### src/design/csc_defines.svh
// Offsets, field positions, reset values and codes of the capacitive sense control block
// Assumes inclusion by bare name from any design file
`ifndef CSC_DEFINES_SVH
`define CSC_DEFINES_SVH

`define CSC_OFF_CONTROL     8'h00
`define CSC_OFF_CHANNEL     8'h04
`define CSC_OFF_TMR_CFG     8'h08

`define CSC_BIT_ENABLE      7
`define CSC_BIT_RANGE_HI    3
`define CSC_BIT_RANGE_LO    2
`define CSC_BIT_DIRECTION   1
`define CSC_BIT_EXT_SEL     0
`define CSC_BIT_TMR_CS      0

`define CSC_RST_CONTROL     8'h00
`define CSC_RST_CHANNEL     4'h0
`define CSC_RST_TMR_CS      1'b1

`define CSC_SMALL_CH_MASK   4'h7
`define CSC_FULL_CH_MASK    4'hF
`define CSC_RESP_OKAY       2'h0
`define CSC_RESP_SLVERR     2'h2

`endif

### src/design/csc_pkg.sv
// Types shared by the capacitive sense control block
// Assumes csc_defines.svh is on the include path
package csc_pkg;

	// Software control fields
	typedef struct packed {
		logic       sense_module_enable;
		logic [1:0] sense_current_range;
		logic       tmr_ext_source_select;
		logic [3:0] sense_channel_select;
	} csc_ctrl_t;

	// Selection handed to the analog front end
	typedef struct packed {
		logic        connect;
		logic [15:0] channel_onehot;
		logic [1:0]  current_range;
	} csc_analog_t;

	// Bus slave channel states
	typedef enum logic [1:0] {
		CSC_WR_IDLE = 2'b00,
		CSC_WR_RESP = 2'b01
	} csc_wr_state_t;

endpackage

### src/design/csc_top.sv
// Capacitive sense control with an AXI4-Lite register slave
// Assumes the analog oscillator direction arrives asynchronously and Timer0 clock lines are sampled here
`timescale 1ns/10ps
`include "csc_defines.svh"

module csc_top #(
	parameter bit SMALL_VARIANT = 1'b0
)
(
	input  wire logic                 clk,
	input  wire logic                 arst_n,
	input  wire logic [7:0]           s_axi_awaddr,
	input  wire logic                 s_axi_awvalid,
	output logic                      s_axi_awready,
	input  wire logic [31:0]          s_axi_wdata,
	input  wire logic [3:0]           s_axi_wstrb,
	input  wire logic                 s_axi_wvalid,
	output logic                      s_axi_wready,
	output logic [1:0]                s_axi_bresp,
	output logic                      s_axi_bvalid,
	input  wire logic                 s_axi_bready,
	input  wire logic [7:0]           s_axi_araddr,
	input  wire logic                 s_axi_arvalid,
	output logic                      s_axi_arready,
	output logic [31:0]               s_axi_rdata,
	output logic [1:0]                s_axi_rresp,
	output logic                      s_axi_rvalid,
	input  wire logic                 s_axi_rready,
	input  wire logic                 sense_osc_out,
	input  wire logic                 tmr_ext_clock_pin,
	output csc_pkg::csc_analog_t      analog_sel,
	output logic                      tmr_ext_clock
);
	import csc_pkg::*;

	logic              rst_meta_ff;
	logic              rst_sync_ff;
	logic              rst_n;
	logic [1:0]        osc_sync_ff;
	logic [1:0]        pin_sync_ff;
	csc_ctrl_t         ctrl_ff;
	logic              tmr_clock_source_select_ff;
	csc_wr_state_t     wr_state_ff;
	logic              aw_held_ff;
	logic [7:0]        aw_addr_ff;
	logic              w_held_ff;
	logic [31:0]       w_data_ff;
	logic [3:0]        w_strb_ff;
	logic [1:0]        bresp_ff;
	logic              rvalid_ff;
	logic [31:0]       rdata_ff;
	logic [1:0]        rresp_ff;
	logic [15:0]       onehot;
	csc_analog_t       nxt_analog;
	csc_analog_t       analog_ff;
	logic              tmr_clk_ff;

	// Reset release through two flip-flops
	always_ff @(posedge clk or negedge arst_n)
	begin
		if (!arst_n)
		begin
			rst_meta_ff <= 1'b0;
			rst_sync_ff <= 1'b0;
		end
		else
		begin
			rst_meta_ff <= 1'b1;
			rst_sync_ff <= rst_meta_ff;
		end
	end
	assign rst_n = rst_sync_ff;

	// Pin inputs pass two flip-flops; only stage one feeds stage two
	always_ff @(posedge clk or negedge rst_n)
	begin
		if (!rst_n)
		begin
			osc_sync_ff <= 2'h0;
			pin_sync_ff <= 2'h0;
		end
		else
		begin
			osc_sync_ff <= {osc_sync_ff[0], sense_osc_out};
			pin_sync_ff <= {pin_sync_ff[0], tmr_ext_clock_pin};
		end
	end

	// Channel mask for the fitted variant
	function automatic logic [3:0] chan_mask(input logic [3:0] code);
		chan_mask = code & (SMALL_VARIANT ? `CSC_SMALL_CH_MASK : `CSC_FULL_CH_MASK);
	endfunction

	// Write path: address and data in either order, response after both
	wire         do_write  = aw_held_ff && w_held_ff && (wr_state_ff == CSC_WR_IDLE);
	wire         wr_ctrl   = (aw_addr_ff == `CSC_OFF_CONTROL);
	wire         wr_chan   = (aw_addr_ff == `CSC_OFF_CHANNEL);
	wire         wr_tmr    = (aw_addr_ff == `CSC_OFF_TMR_CFG);
	wire         wr_hit    = wr_ctrl || wr_chan || wr_tmr;
	wire         lane0     = w_strb_ff[0];
	assign s_axi_awready = !aw_held_ff;
	assign s_axi_wready  = !w_held_ff;
	assign s_axi_bvalid  = (wr_state_ff == CSC_WR_RESP);
	assign s_axi_bresp   = bresp_ff;

	always_ff @(posedge clk or negedge rst_n)
	begin
		if (!rst_n)
		begin
			aw_held_ff  <= 1'b0;
			aw_addr_ff  <= 8'h00;
			w_held_ff   <= 1'b0;
			w_data_ff   <= 32'h0000_0000;
			w_strb_ff   <= 4'h0;
			wr_state_ff <= CSC_WR_IDLE;
			bresp_ff    <= `CSC_RESP_OKAY;
		end
		else
		begin
			if (s_axi_awvalid && !aw_held_ff)
			begin
				aw_held_ff <= 1'b1;
				aw_addr_ff <= {s_axi_awaddr[7:2], 2'b00};
			end
			if (s_axi_wvalid && !w_held_ff)
			begin
				w_held_ff <= 1'b1;
				w_data_ff <= s_axi_wdata;
				w_strb_ff <= s_axi_wstrb;
			end
			case (wr_state_ff)
				CSC_WR_IDLE:
				begin
					if (do_write)
					begin
						wr_state_ff <= CSC_WR_RESP;
						bresp_ff    <= wr_hit ? `CSC_RESP_OKAY : `CSC_RESP_SLVERR;
					end
				end
				CSC_WR_RESP:
				begin
					if (s_axi_bready)
					begin
						wr_state_ff <= CSC_WR_IDLE;
						aw_held_ff  <= 1'b0;
						w_held_ff   <= 1'b0;
					end
				end
				default:
				begin
					wr_state_ff <= CSC_WR_IDLE;
				end
			endcase
		end
	end

	// Control registers; direction bit is never written
	always_ff @(posedge clk or negedge rst_n)
	begin
		if (!rst_n)
		begin
			ctrl_ff                    <= '0;
			tmr_clock_source_select_ff <= `CSC_RST_TMR_CS;
		end
		else if (do_write && lane0)
		begin
			if (wr_ctrl)
			begin
				ctrl_ff.sense_module_enable   <= w_data_ff[`CSC_BIT_ENABLE];
				ctrl_ff.sense_current_range   <= w_data_ff[`CSC_BIT_RANGE_HI:`CSC_BIT_RANGE_LO];
				ctrl_ff.tmr_ext_source_select <= w_data_ff[`CSC_BIT_EXT_SEL];
			end
			if (wr_chan)
			begin
				ctrl_ff.sense_channel_select <= chan_mask(w_data_ff[3:0]);
			end
			if (wr_tmr)
			begin
				tmr_clock_source_select_ff <= w_data_ff[`CSC_BIT_TMR_CS];
			end
		end
	end

	// Read data assembly
	wire [7:0] rd_ctrl = {ctrl_ff.sense_module_enable, 3'h0, ctrl_ff.sense_current_range,
		osc_sync_ff[1], ctrl_ff.tmr_ext_source_select};
	wire [7:0] rd_chan = {4'h0, chan_mask(ctrl_ff.sense_channel_select)};
	wire [7:0] rd_tmr  = {7'h00, tmr_clock_source_select_ff};
	wire [7:0] rd_word     = {s_axi_araddr[7:2], 2'b00}; // Word aligned, same width as the offsets
	wire       rd_sel_ctrl = (rd_word == `CSC_OFF_CONTROL);
	wire       rd_sel_chan = (rd_word == `CSC_OFF_CHANNEL);
	wire       rd_sel_tmr  = (rd_word == `CSC_OFF_TMR_CFG);
	wire       rd_hit      = rd_sel_ctrl || rd_sel_chan || rd_sel_tmr;
	wire [7:0] rd_byte     = rd_sel_ctrl ? rd_ctrl : rd_sel_chan ? rd_chan : rd_sel_tmr ? rd_tmr : 8'h00;
	assign s_axi_arready = !rvalid_ff;
	assign s_axi_rvalid  = rvalid_ff;
	assign s_axi_rdata   = rdata_ff;
	assign s_axi_rresp   = rresp_ff;

	// Read path, one outstanding
	always_ff @(posedge clk or negedge rst_n)
	begin
		if (!rst_n)
		begin
			rvalid_ff <= 1'b0;
			rdata_ff  <= 32'h0000_0000;
			rresp_ff  <= `CSC_RESP_OKAY;
		end
		else if (s_axi_arvalid && !rvalid_ff)
		begin
			rvalid_ff <= 1'b1;
			rdata_ff  <= {24'h00_0000, rd_byte};
			rresp_ff  <= rd_hit ? `CSC_RESP_OKAY : `CSC_RESP_SLVERR;
		end
		else if (rvalid_ff && s_axi_rready)
		begin
			rvalid_ff <= 1'b0;
		end
	end

	csc_channel_decode u_decode
	(
		.enable         (ctrl_ff.sense_module_enable),
		.channel_code   (chan_mask(ctrl_ff.sense_channel_select)),
		.channel_onehot (onehot)
	);

	// Analog selection and Timer0 external clock source
	assign nxt_analog.connect        = ctrl_ff.sense_module_enable;
	assign nxt_analog.channel_onehot = onehot;
	assign nxt_analog.current_range  = ctrl_ff.sense_current_range;
	wire   nxt_tmr_clk = ctrl_ff.tmr_ext_source_select ? osc_sync_ff[1] : pin_sync_ff[1];

	always_ff @(posedge clk or negedge rst_n)
	begin
		if (!rst_n)
		begin
			analog_ff  <= '0;
			tmr_clk_ff <= 1'b0;
		end
		else
		begin
			analog_ff  <= nxt_analog;
			tmr_clk_ff <= tmr_clock_source_select_ff ? nxt_tmr_clk : 1'b0;
		end
	end
	assign analog_sel    = analog_ff;
	assign tmr_ext_clock = tmr_clk_ff;

endmodule

### src/design/csc_channel_decode.sv
// Channel decoder of the capacitive sense control block
// Assumes a masked 4-bit channel code and an enable from the same clock domain
`timescale 1ns/10ps

module csc_channel_decode
(
	input  wire logic        enable,
	input  wire logic [3:0]  channel_code,
	output logic      [15:0] channel_onehot
);

	// One line per channel, none while disabled
	genvar gi;
	generate
		for (gi = 0; gi < 16; gi++)
		begin : g_ch
			assign channel_onehot[gi] = enable && (channel_code == 4'(gi));
		end
	endgenerate

endmodule

### config.mk
export PLATFORM = sky130hd
export DESIGN_NAME = csc_top
export DESIGN_NICKNAME = d
export VERILOG_FILES = /design/src/design/csc_pkg.sv /design/src/design/csc_top.sv /design/src/design/csc_channel_decode.sv
export VERILOG_INCLUDE_DIRS = /design/src /design/src/design
export SDC_FILE = /design/constraint.sdc
export NUM_CORES = 1
export LEC_CHECK = 0
export BUFFER_PORTS_ARGS = -buffer_cell sky130_fd_sc_hd__buf_4
export CORE_MARGIN = 3
export CORE_UTILIZATION = 48
export DETAILED_ROUTE_END_ITERATION = 12
export GPL_ROUTABILITY_DRIVEN = 1
export GPL_TIMING_DRIVEN = 0
export PLACE_DENSITY_LB_ADDON = 0.15
export SYNTH_ARGS = -nofsm -noshare
export SYNTH_HDL_FRONTEND = slang
export SYNTH_SLANG_ARGS = --single-unit
### constraint.sdc
create_clock -name clk -period 4.5 [get_ports clk]
set_input_delay 0.45 -clock clk [delete_from_list [all_inputs] [get_ports clk]]
set_output_delay 0.45 -clock clk [all_outputs]
set_load 0.02 [all_outputs]
==> flow_metrics.py, run 1 <==
metrics = {
    "route": {
        "drt-initial-drc-count": 36,
        "ant_nets": 0,
        "routed_via_density": 4.25,
        "wl_met2_mm": 2.10,
        "route.top_layer_used": "met4",
        "wl_met1_mm": 1.61,
        "vias": 1519,
        "drc_errors": 0,
        "route.met3.wl_um": 308,
        "finalWirelength_mm": 4.11,
        "wire_per_inst_um": 11.5,
        "dr.pass1.iters": 4,
    },
    "sta": {
        "relSlewSlack": 0.659,
        "setup_ws_ns": 2.49,
        "rsz0062_at_grt": "no",
        "min_period_ns": 2.01,
        "hold_viol": 0,
        "tns_ns": 0,
        "worst_clock_skew_ns": 0.00724,
        "slew_viol_final": 0,
        "fmax_ghz": 0.499,
        "setup_viol": 0,
        "tightest_slew_ns": 0.508,
        "fin_crit_sh": 0.446,
    },
    "worst_hold_path": {
        "hold_class": "flop to asynchronous set/reset pin",
    },
    "place": {
        "io_buffers": 57,
        "dp_slack_ns": 2.50,
        "place_congestion": 0.757,
        "dpl.hpwl_mm": 3.13,
        "dpl_cell_area_um2": 2990,
    },
    "critical_path": {
        "reg2reg_slack_ns": 2.49,
        "crit_type": "flop to flop",
        "cp_slowest_cell": "or4_4",
        "cp.arrival_ns": 2.22,
        "cp_num_buf_inv": 1,
        "required_ns": 4.71,
        "path_delay_family": "simple AND/OR/NAND/NOR gates",
        "path_cells": "or4_4, or4_1, buf_2, mux2_4",
        "timing.critical_path.from_type": "flop",
        "cpPeakStageDelay_ns": 0.56,
        "cp-end-kind": "flop",
        "worstPathMaxFanout": 4,
    },
    "floorplanning": {
        "die_y_um": 76.1,
        "coreArea_um2": 4530,
        "placementRows": 24,
        "initial_utilization": 0.520,
        "io_pins": 122,
        "dieWidth_um": 76.1,
        "die-area_um2": 5790,
    },
    "final_layout": {
        "diodes": 0,
        "layout.nets": 348,
        "final_area_um2": 3220,
        "final_cell_mix": "86 x buf_4, 56 x dfrtp_1, 30 x conb_1",
        "regArea_um2": 1450,
        "fill_cells": 354,
        "syn2layout_area_growth_pct": 36.7,
        "drive_gt1_frac": 0.438,
        "layout_commonest_cell": "buf_4",
        "multi_input_area_um2": 743,
    },
    "synthesis": {
        "yosysWarnings": 0,
        "netlist_top_cells_area": "dfrtp_1 60%, buf_4 9.2%, mux2_2 7.6%, mux2_4 2.5%, nor2_1 2.2%",
        "syn-instance-count": 189,
        "ys_ff_latch": 58,
        "synth_top_area_frac": 0.605,
        "syn_avg_cell_area_um2": 12.5,
        "syn_area_um2": 2360,
        "synthDistinctLibCells": 29,
        "synth_seq_area_share": 0.616,
        "yosys.area.top_type": "dfrtp_1",
    },
    "power_and_ir_drop": {
        "p_per_area_nw_per_um2": 487,
        "vdd_drop_max_v": 0.000438,
        "power_leakage_uw": 0.00166,
        "total_power_uw": 1570,
    },
    "global_routing": {
        "grt_max_degree": 40,
        "grt_antenna_before_repair": 0,
        "grt_overflow": 0,
        "grt_pass1_vias": 1500,
        "grt_pass1_wl_mm": 6.71,
        "track_usage": 0.151,
    },
    "outcome": {
        "status": "finished, final reports clean",
    },
    "flow_run": {
        "drv_cap": 0,
    },
    "clocking": {
        "cts_tree": "done",
        "post_cts_resized": 0,
        "clock_sinks": 58,
        "cts_buffers": 9,
        "h-tree-depth": 3,
        "clk_latency_ns": 0.33,
        "clockBufferDepth": 2,
        "path_clk_slew_ns": 0.06,
        "root_buffer": "clkbuf_8",
    },
}
[stage by stage]
stage                     hold slack [ns]   util  std cells
after floorplan                     0.154      -        217
after detailed placement            0.208  0.660        340
after global routing                0.204  0.711        357
after CTS                           0.205  0.711        357
after global placement              0.233  0.656        339
final                               0.191  0.711        357
[path summary, 6_finish.rpt]
path                                    from                         end  cells after the start
max                            aw_addr_ff[5]                  ctrl_ff[4]                      4
min                                    rst_n              s_axi_bresp[1]                      0
max reg2reg                    aw_addr_ff[5]                  ctrl_ff[4]                      4
min reg2reg                            rst_n              s_axi_bresp[1]                      0
max in group asynchronous              rst_n  tmr_clock_source_select_ff                      1
min in group clk           tmr_ext_clock_pin              pin_sync_ff[0]                      1
[cell families (layout without fill, tap and decap cells)]
group                  after synthesis  after routing  share of synthesized area
buffers and inverters               42            117                      0.114
AO/OA/AOI/OAI                       15             15                     0.0393
AND/OR/NAND/NOR                     48             48                      0.109
multiplexers                        24             24                      0.119
other                                2             30                    0.00318
flip-flops                          58             58                      0.616
[sequential cells by signal (all words and copies together), names as in the netlist, 2 cells and up]
signal,cells
aw_addr_ff,6
w_data_ff,5
analog_sel,19
osc_sync_ff,2
pin_sync_ff,2
ctrl_ff,8
s_axi_rdata,5
[cell type report]
type                    count  share of cell area
inverters                   6             0.00699
repair buffers             59               0.142
flip-flops and latches     58               0.451
plain buffers              36              0.0761
clock buffers              11              0.0439
clock inverters             5              0.0241
well taps                  65              0.0252
multi-input cells         117               0.231
[routing by layer]
metal  track usage  up-vias
li1              -      764
met1         0.151      690
met2         0.263       55
met3        0.0733       10
met4        0.0688        0
met5             0        -
[synthesized netlist by cell type]
cell and n:
o41ai_1 1, mux2i_1 4, a2111o_1 1, or3_1 1
o31ai_1 3, or4_1 2, clkbuf_1 6, nor2_1 14
nand3_1 1, inv_1 6, dfstp_2 1, a21oi_1 4
nor3_1 5, buf_4 29, conb_1 2, mux2_2 16
nand3b_1 3, o21ai_0 6, nand4b_1 1, nor4b_1 1
nor2b_1 4, nor4_2 1, or2_2 1, nand2_1 9
nand2b_1 4, or4_4 1, dfrtp_1 57, buf_2 1
mux2_4 4
[timing repair]
item	in CTS	in global routing
hold buffers	1	0
hold endpoints to repair	2	0
setup buffers	0	0
[power breakdown]
group          internal [uW]  switching (uW)  total, uW
Clock                    325             192        517
Combinational            174             165        339
Sequential               633            82.0        715
Total                   1130             439       1570
(Power assumes the default switching activity.)
==> run 2: changes to the inputs <==
Settings changed: CORE_UTILIZATION 48 to 45.
Clock period 4.5 ns to 1.99 ns, I/O delays scaled along.
==> run 2 against run 1 <==
Effect of this change: register-to-register slack got worse by 2.5 ns; sequential share of layout area increased by 0.12 points; sequential cell count unchanged; worst setup slack got worse by 2.5 ns; clock skew decreased by 0.0014 ns; total power increased by 110%; clock power increased by 79%; highest routed layer unchanged; count of clock-buffer cells in the layout increased by 5.
==> flow_metrics.py, run 2 (same netlist as run 1, synthesis figures left out) <==
metrics = {
    "sta": {
        "min_period_ns": 1.99,
        "rsz0062_at_grt": "yes",
        "fmax_ghz": 0.504,
        "tightest_slew_ns": 0.500,
        "setup_viol": 0,
        "fin_crit_sh": 0.998,
        "worst_clock_skew_ns": 0.00581,
        "tns_ns": 0,
        "setup_ws_ns": 0.00473,
        "slew_viol_final": 0,
        "relSlewSlack": 0.664,
        "hold_viol": 0,
    },
    "place": {
        "io_buffers": 57,
        "dp_slack_ns": 0.000512,
        "dpl.hpwl_mm": 3.18,
        "place_congestion": 0.799,
    },
    "route": {
        "vias": 1584,
        "drt-initial-drc-count": 54,
        "wire_per_inst_um": 11.9,
        "routed_via_density": 4.38,
        "dr.pass1.iters": 4,
        "ant_nets": 0,
        "drc_errors": 0,
        "finalWirelength_mm": 4.31,
    },
    "critical_path": {
        "crit_start": "aw_addr_ff[5]",
        "crit_top_cell": "or4_4",
        "crit_type": "flop to flop",
        "required_ns": 2.20,
        "timing.critical_path.from_type": "flop",
        "cp_slowest_cell": "or4_4",
        "cpPeakStageDelay_ns": 0.56,
        "rr_startpoint": "aw_addr_ff[5]",
        "cp.arrival_ns": 2.19,
        "path_cells": "or4_4, or4_4, buf_6, mux2_4",
        "reg2reg_slack_ns": 0.005,
        "cp-end-kind": "flop",
        "worstPathMaxFanout": 4,
        "r2r_end": "ctrl_ff[5]",
        "reg2regPathDepth": 4,
    },
    "power_and_ir_drop": {
        "p_per_area_nw_per_um2": 1040,
        "vdd_drop_max_v": 0.000587,
        "power_leakage_uw": 0.00165,
    },
    "floorplanning": {
        "io_pins": 122,
        "dieWidth_um": 78.4,
        "die-area_um2": 6150,
        "coreArea_um2": 4880,
        "placementRows": 25,
        "die_y_um": 78.4,
        "initial_utilization": 0.483,
    },
    "global_routing": {
        "grt_pass1_vias": 1576,
        "grt_overflow": 0,
        "track_usage": 0.155,
        "grt_antenna_before_repair": 0,
        "grt_pass1_wl_mm": 7.16,
        "grt_max_degree": 43,
    },
    "outcome": {
        "status": "finished, final reports clean",
    },
    "clocking": {
        "cts_tree": "done",
        "clockBufferDepth": 2,
        "path_clk_slew_ns": 0.06,
        "clock_sinks": 58,
        "clk_latency_ns": 0.32,
        "h-tree-depth": 3,
        "cts_buffers": 9,
        "root_buffer": "clkbuf_8",
    },
    "final_layout": {
        "syn2layout_area_growth_pct": 36.3,
        "final_cell_mix": "87 x buf_4, 56 x dfrtp_1, 30 x conb_1",
        "drive_gt1_frac": 0.427,
        "diodes": 0,
        "layout_commonest_cell": "buf_4",
        "layout.nets": 351,
        "largest_register_ffs": 19,
    },
    "worst_hold_path": {
        "whs_path_depth": 2,
        "hold_path.startpoint": "s_axi_bready",
        "hold_class": "primary input to flop",
        "min_to": "w_held_ff",
    },
    "flow_run": {
        "drv_cap": 0,
    },
}
==> run 2: final cells by class <==
type                            instances  area (um^2)
Clock buffer                           16          170
Fill cell                             409         1670
Buffer                                 36          251
Timing Repair Buffer                   62          485
Inverter                                6         22.5
Multi-Input combinational cell        117          747
Sequential cell                        58         1450
Tap cell                               67         83.8
==> run 2: through the flow <==
| step | cells | total power [uW] | instance area, um^2 | util | hold slack (ns) |
|---|---|---|---|---|---|
| after CTS | 362 | 3390 | 3210 | 0.657 | 0.0418 |
| after floorplan | 217 | 2150 | 2460 | - | -0.0966 |
| after detailed placement | 342 | 2430 | 3000 | 0.614 | -0.0168 |
| after global placement | 341 | 2390 | 2980 | 0.610 | -0.0174 |
| after global routing | 362 | 3540 | 3210 | 0.659 | 0.0525 |
| final | 362 | 3340 | 3210 | 0.659 | 0.0582 |
==> run 2: power breakdown <==
part | total [uW] | switching, uW | internal [uW]
Sequential | 1630 | 196 | 1430
Clock | 928 | 405 | 523
Combinational | 786 | 382 | 404
Total | 3340 | 984 | 2360
==> run 2: critical path: cells and delay by family, from the launching register on <==
family | cells | cell delay (ns)
muxes | 1 | 0.29
and+or+nand+nor | 2 | 1.06
buffers and inverters | 1 | 0.15
DFF | 1 | 0.38
==> run 2: worst max-delay path by stage <==
| stage | to | cells past startpoint | slack [ns] |
|---|---|---|---|
| CTS | ctrl_ff[5] | 4 | 0.01 |
| finish | ctrl_ff[5] | 4 | 0.005 |
| detailed placement | ctrl_ff[6] | 4 | 0.0005 |
| global placement | analog_sel[16] | 0 | -0.28 |
| global route | ctrl_ff[7] | 4 | -0.04 |
| floorplan | ctrl_ff[4] | 4 | 0.06 |
==> run 2: what timing repair did <==
item / 4_1_cts / 5_1_grt
endpoints found under the setup margin: 4 / 4
gates cloned: 0 / 0
gates resized for setup: 1 / 2
pin swaps: 1 / 1
hold endpoints to repair: 4 / 0
buffers inserted: 1 / 0
hold buffers: 3 / 0
==> run 2: per-layer routing <==
metal	part of all wire	vias up	routed length (um)	track usage
li1	-	775	-	-
met1	0.39	739	1680	0.166
met2	0.52	60	2220	0.266
met3	0.074	10	320	0.0493
met4	0.020	0	85	0.0944
met5	0	-	0	0
==> run 3: changes to the inputs <==
Settings changed: SYNTH_HIERARCHICAL from default to 1.
==> run 3 against run 2 <==
Effect of this change: utilization grew 1.2 points; sequential cell count is the same; largest power group unchanged; highest routed layer unchanged; total power grew 7.3%; via count shrank 2.5%; largest cell class unchanged; routed wire length shrank 2.5%; critical endpoint is now ctrl_ff[4].
==> flow_metrics.py, run 3 <==
metrics = {
    "power_and_ir_drop": {
        "p_per_area_nw_per_um2": 1090,
        "power_leakage_uw": 0.00169,
        "vdd_drop_max_v": 0.000649,
    },
    "synthesis": {
        "ys_ff_latch": 58,
        "synth_seq_area_share": 0.615,
        "ys.flop_type": "dfrtp_1",
        "synth_top_area_frac": 0.604,
        "synth_edf_count": 0,
        "synthDistinctLibCells": 30,
        "async_reset_ff_frac": 1.00,
        "yosysMostFrequentCell": "dfrtp_1",
        "netlist_top_cells_area": "dfrtp_1 60%, buf_4 9.2%, mux2_2 8.1%, mux2_4 2.5%, nor2_1 2.2%",
        "syn_area_um2": 2360,
        "yosys.area.top_type": "dfrtp_1",
        "syn-instance-count": 186,
        "synth_common_cells": "57 x dfrtp_1, 29 x buf_4, 17 x mux2_2",
        "syn_avg_cell_area_um2": 12.7,
        "yosysWarnings": 6,
    },
    "sta": {
        "hold_viol": 0,
        "fin_crit_sh": 0.972,
        "slew_viol_final": 0,
        "relSlewSlack": 0.626,
        "fmax_ghz": 0.517,
        "min_period_ns": 1.93,
        "worst_clock_skew_ns": 0.00527,
        "setup_viol": 0,
        "tightest_slew_ns": 0.562,
    },
    "critical_path": {
        "timing.critical_path.from_type": "flop",
        "cp.arrival_ns": 2.14,
        "cp-end-kind": "flop",
        "reg2regPathDepth": 3,
        "worstPathMaxFanout": 4,
        "required_ns": 2.20,
        "crit_type": "flop to flop",
        "reg2reg_slack_ns": 0.06,
    },
    "route": {
        "routed_via_density": 4.30,
        "vias": 1545,
        "finalWirelength_mm": 4.20,
        "wire_per_inst_um": 11.7,
        "drc_errors": 0,
        "ant_nets": 0,
        "dr.pass1.iters": 4,
        "drt-initial-drc-count": 53,
    },
    "global_routing": {
        "grt_antenna_before_repair": 0,
        "grt_pass1_wl_mm": 7.14,
        "grt_overflow": 0,
        "grt_max_degree": 33,
        "track_usage": 0.151,
        "grt_pass1_vias": 1554,
    },
    "floorplanning": {
        "initial_utilization": 0.484,
        "placementRows": 25,
        "dieWidth_um": 78.4,
        "coreArea_um2": 4880,
        "io_pins": 122,
        "die-area_um2": 6150,
        "die_y_um": 78.4,
    },
    "final_layout": {
        "layout.nets": 348,
        "diodes": 0,
        "final_area_um2": 3270,
        "final_cell_mix": "87 x buf_4, 56 x dfrtp_1, 30 x conb_1",
        "final_util": 0.671,
        "syn2layout_area_growth_pct": 38.7,
        "layout_commonest_cell": "buf_4",
        "drive_gt1_frac": 0.452,
        "largest_register_ffs": 19,
    },
    "place": {
        "place_congestion": 0.762,
        "io_buffers": 57,
        "dpl.hpwl_mm": 3.05,
        "dpl_cell_area_um2": 3000,
    },
    "clocking": {
        "cts_buffers": 9,
        "root_buffer": "clkbuf_8",
        "clockBufferDepth": 2,
        "clock_sinks": 58,
        "h-tree-depth": 3,
        "clk_latency_ns": 0.32,
        "path_clk_slew_ns": 0.06,
        "cts_tree": "done",
    },
    "flow_run": {
        "drv_cap": 0,
    },
    "outcome": {
        "status": "finished, final reports clean",
    },
    "worst_hold_path": {
        "whs_path_depth": 2,
        "hold_class": "primary input to flop",
    },
}
run 3: path summary, 6_finish.rpt:
check / endpoint / startpoint
min in group asynchronous: rst_n / arst_n
min reg2reg: s_axi_rdata[1] / rst_n
max in group asynchronous: tmr_clock_source_select_ff / rst_n
min: w_held_ff / s_axi_bready
max reg2reg: ctrl_ff[4] / aw_addr_ff[6]
max: ctrl_ff[4] / aw_addr_ff[6]
run 3: power by group:
group,internal [uW],total (uW),switching [uW]
Clock,735,1170,437
Sequential,1430,1660,233
Combinational,405,753,348
Total,2570,3580,1020
run 3: cell type report:
| class | instances | area (um^2) |
|---|---|---|
| clock inverters | 5 | 77.6 |
| multi-input cells | 116 | 766 |
| clock buffers | 11 | 141 |
| plain buffers | 33 | 233 |
| flip-flops and latches | 58 | 1450 |
| well taps | 67 | 83.8 |
| fillers | 375 | 1610 |
| repair buffers | 63 | 497 |
| inverters | 6 | 22.5 |
run 3: per-stage QoR:
step | hold slack, ns | TNS (ns) | power [uW] | setup WS [ns] | instances
5_1_grt | 0.0480 | -0.0632 | 3790 | -0.0273 | 359
3_3_place_gp | -0.0175 | -16.72 | 2380 | -0.306 | 338
4_1_cts | 0.0400 | 0 | 3600 | 0.00166 | 358
6_report | 0.0572 | 0 | 3580 | 0.0556 | 359
2_1_floorplan | -0.0966 | 0 | 2140 | 0.0588 | 214
3_5_place_dp | -0.0172 | -0.00372 | 2400 | -0.00313 | 339
run 3: kinds of logic after synthesis:
family,after synthesis,share of synthesized area
AOI/OAI and AO/OA,13,0.0334
and+or+nand+nor,47,0.110
other,2,0.00318
buffers and inverters,40,0.110
DFF,58,0.615
muxes,26,0.128
run 3: per-layer routing:
| metal | vias to the layer above | wire (um) | track usage |
|---|---|---|---|
| li1 | 764 | - | - |
| met4 | 0 | 78 | 0.0839 |
| met1 | 707 | 1750 | 0.177 |
| met5 | - | 0 | 0 |
| met2 | 67 | 2050 | 0.247 |
| met3 | 7 | 321 | 0.0493 |
run 3: timing repair:
action / 4_1_cts / 5_1_grt
endpoints found under the hold margin: 4 / 0
setup endpoints to repair: 4 / 8
buffers inserted: 0 / 2
pin swaps: 0 / 2
resized for setup: 3 / 2
hold buffers: 3 / 0
run 3: worst max-delay path, cell delays in order, from the launching register on:
cell and delay (ns):
dfrtp_1 0.37, or4_4 0.56, or4_4 0.56, mux2_4 0.32
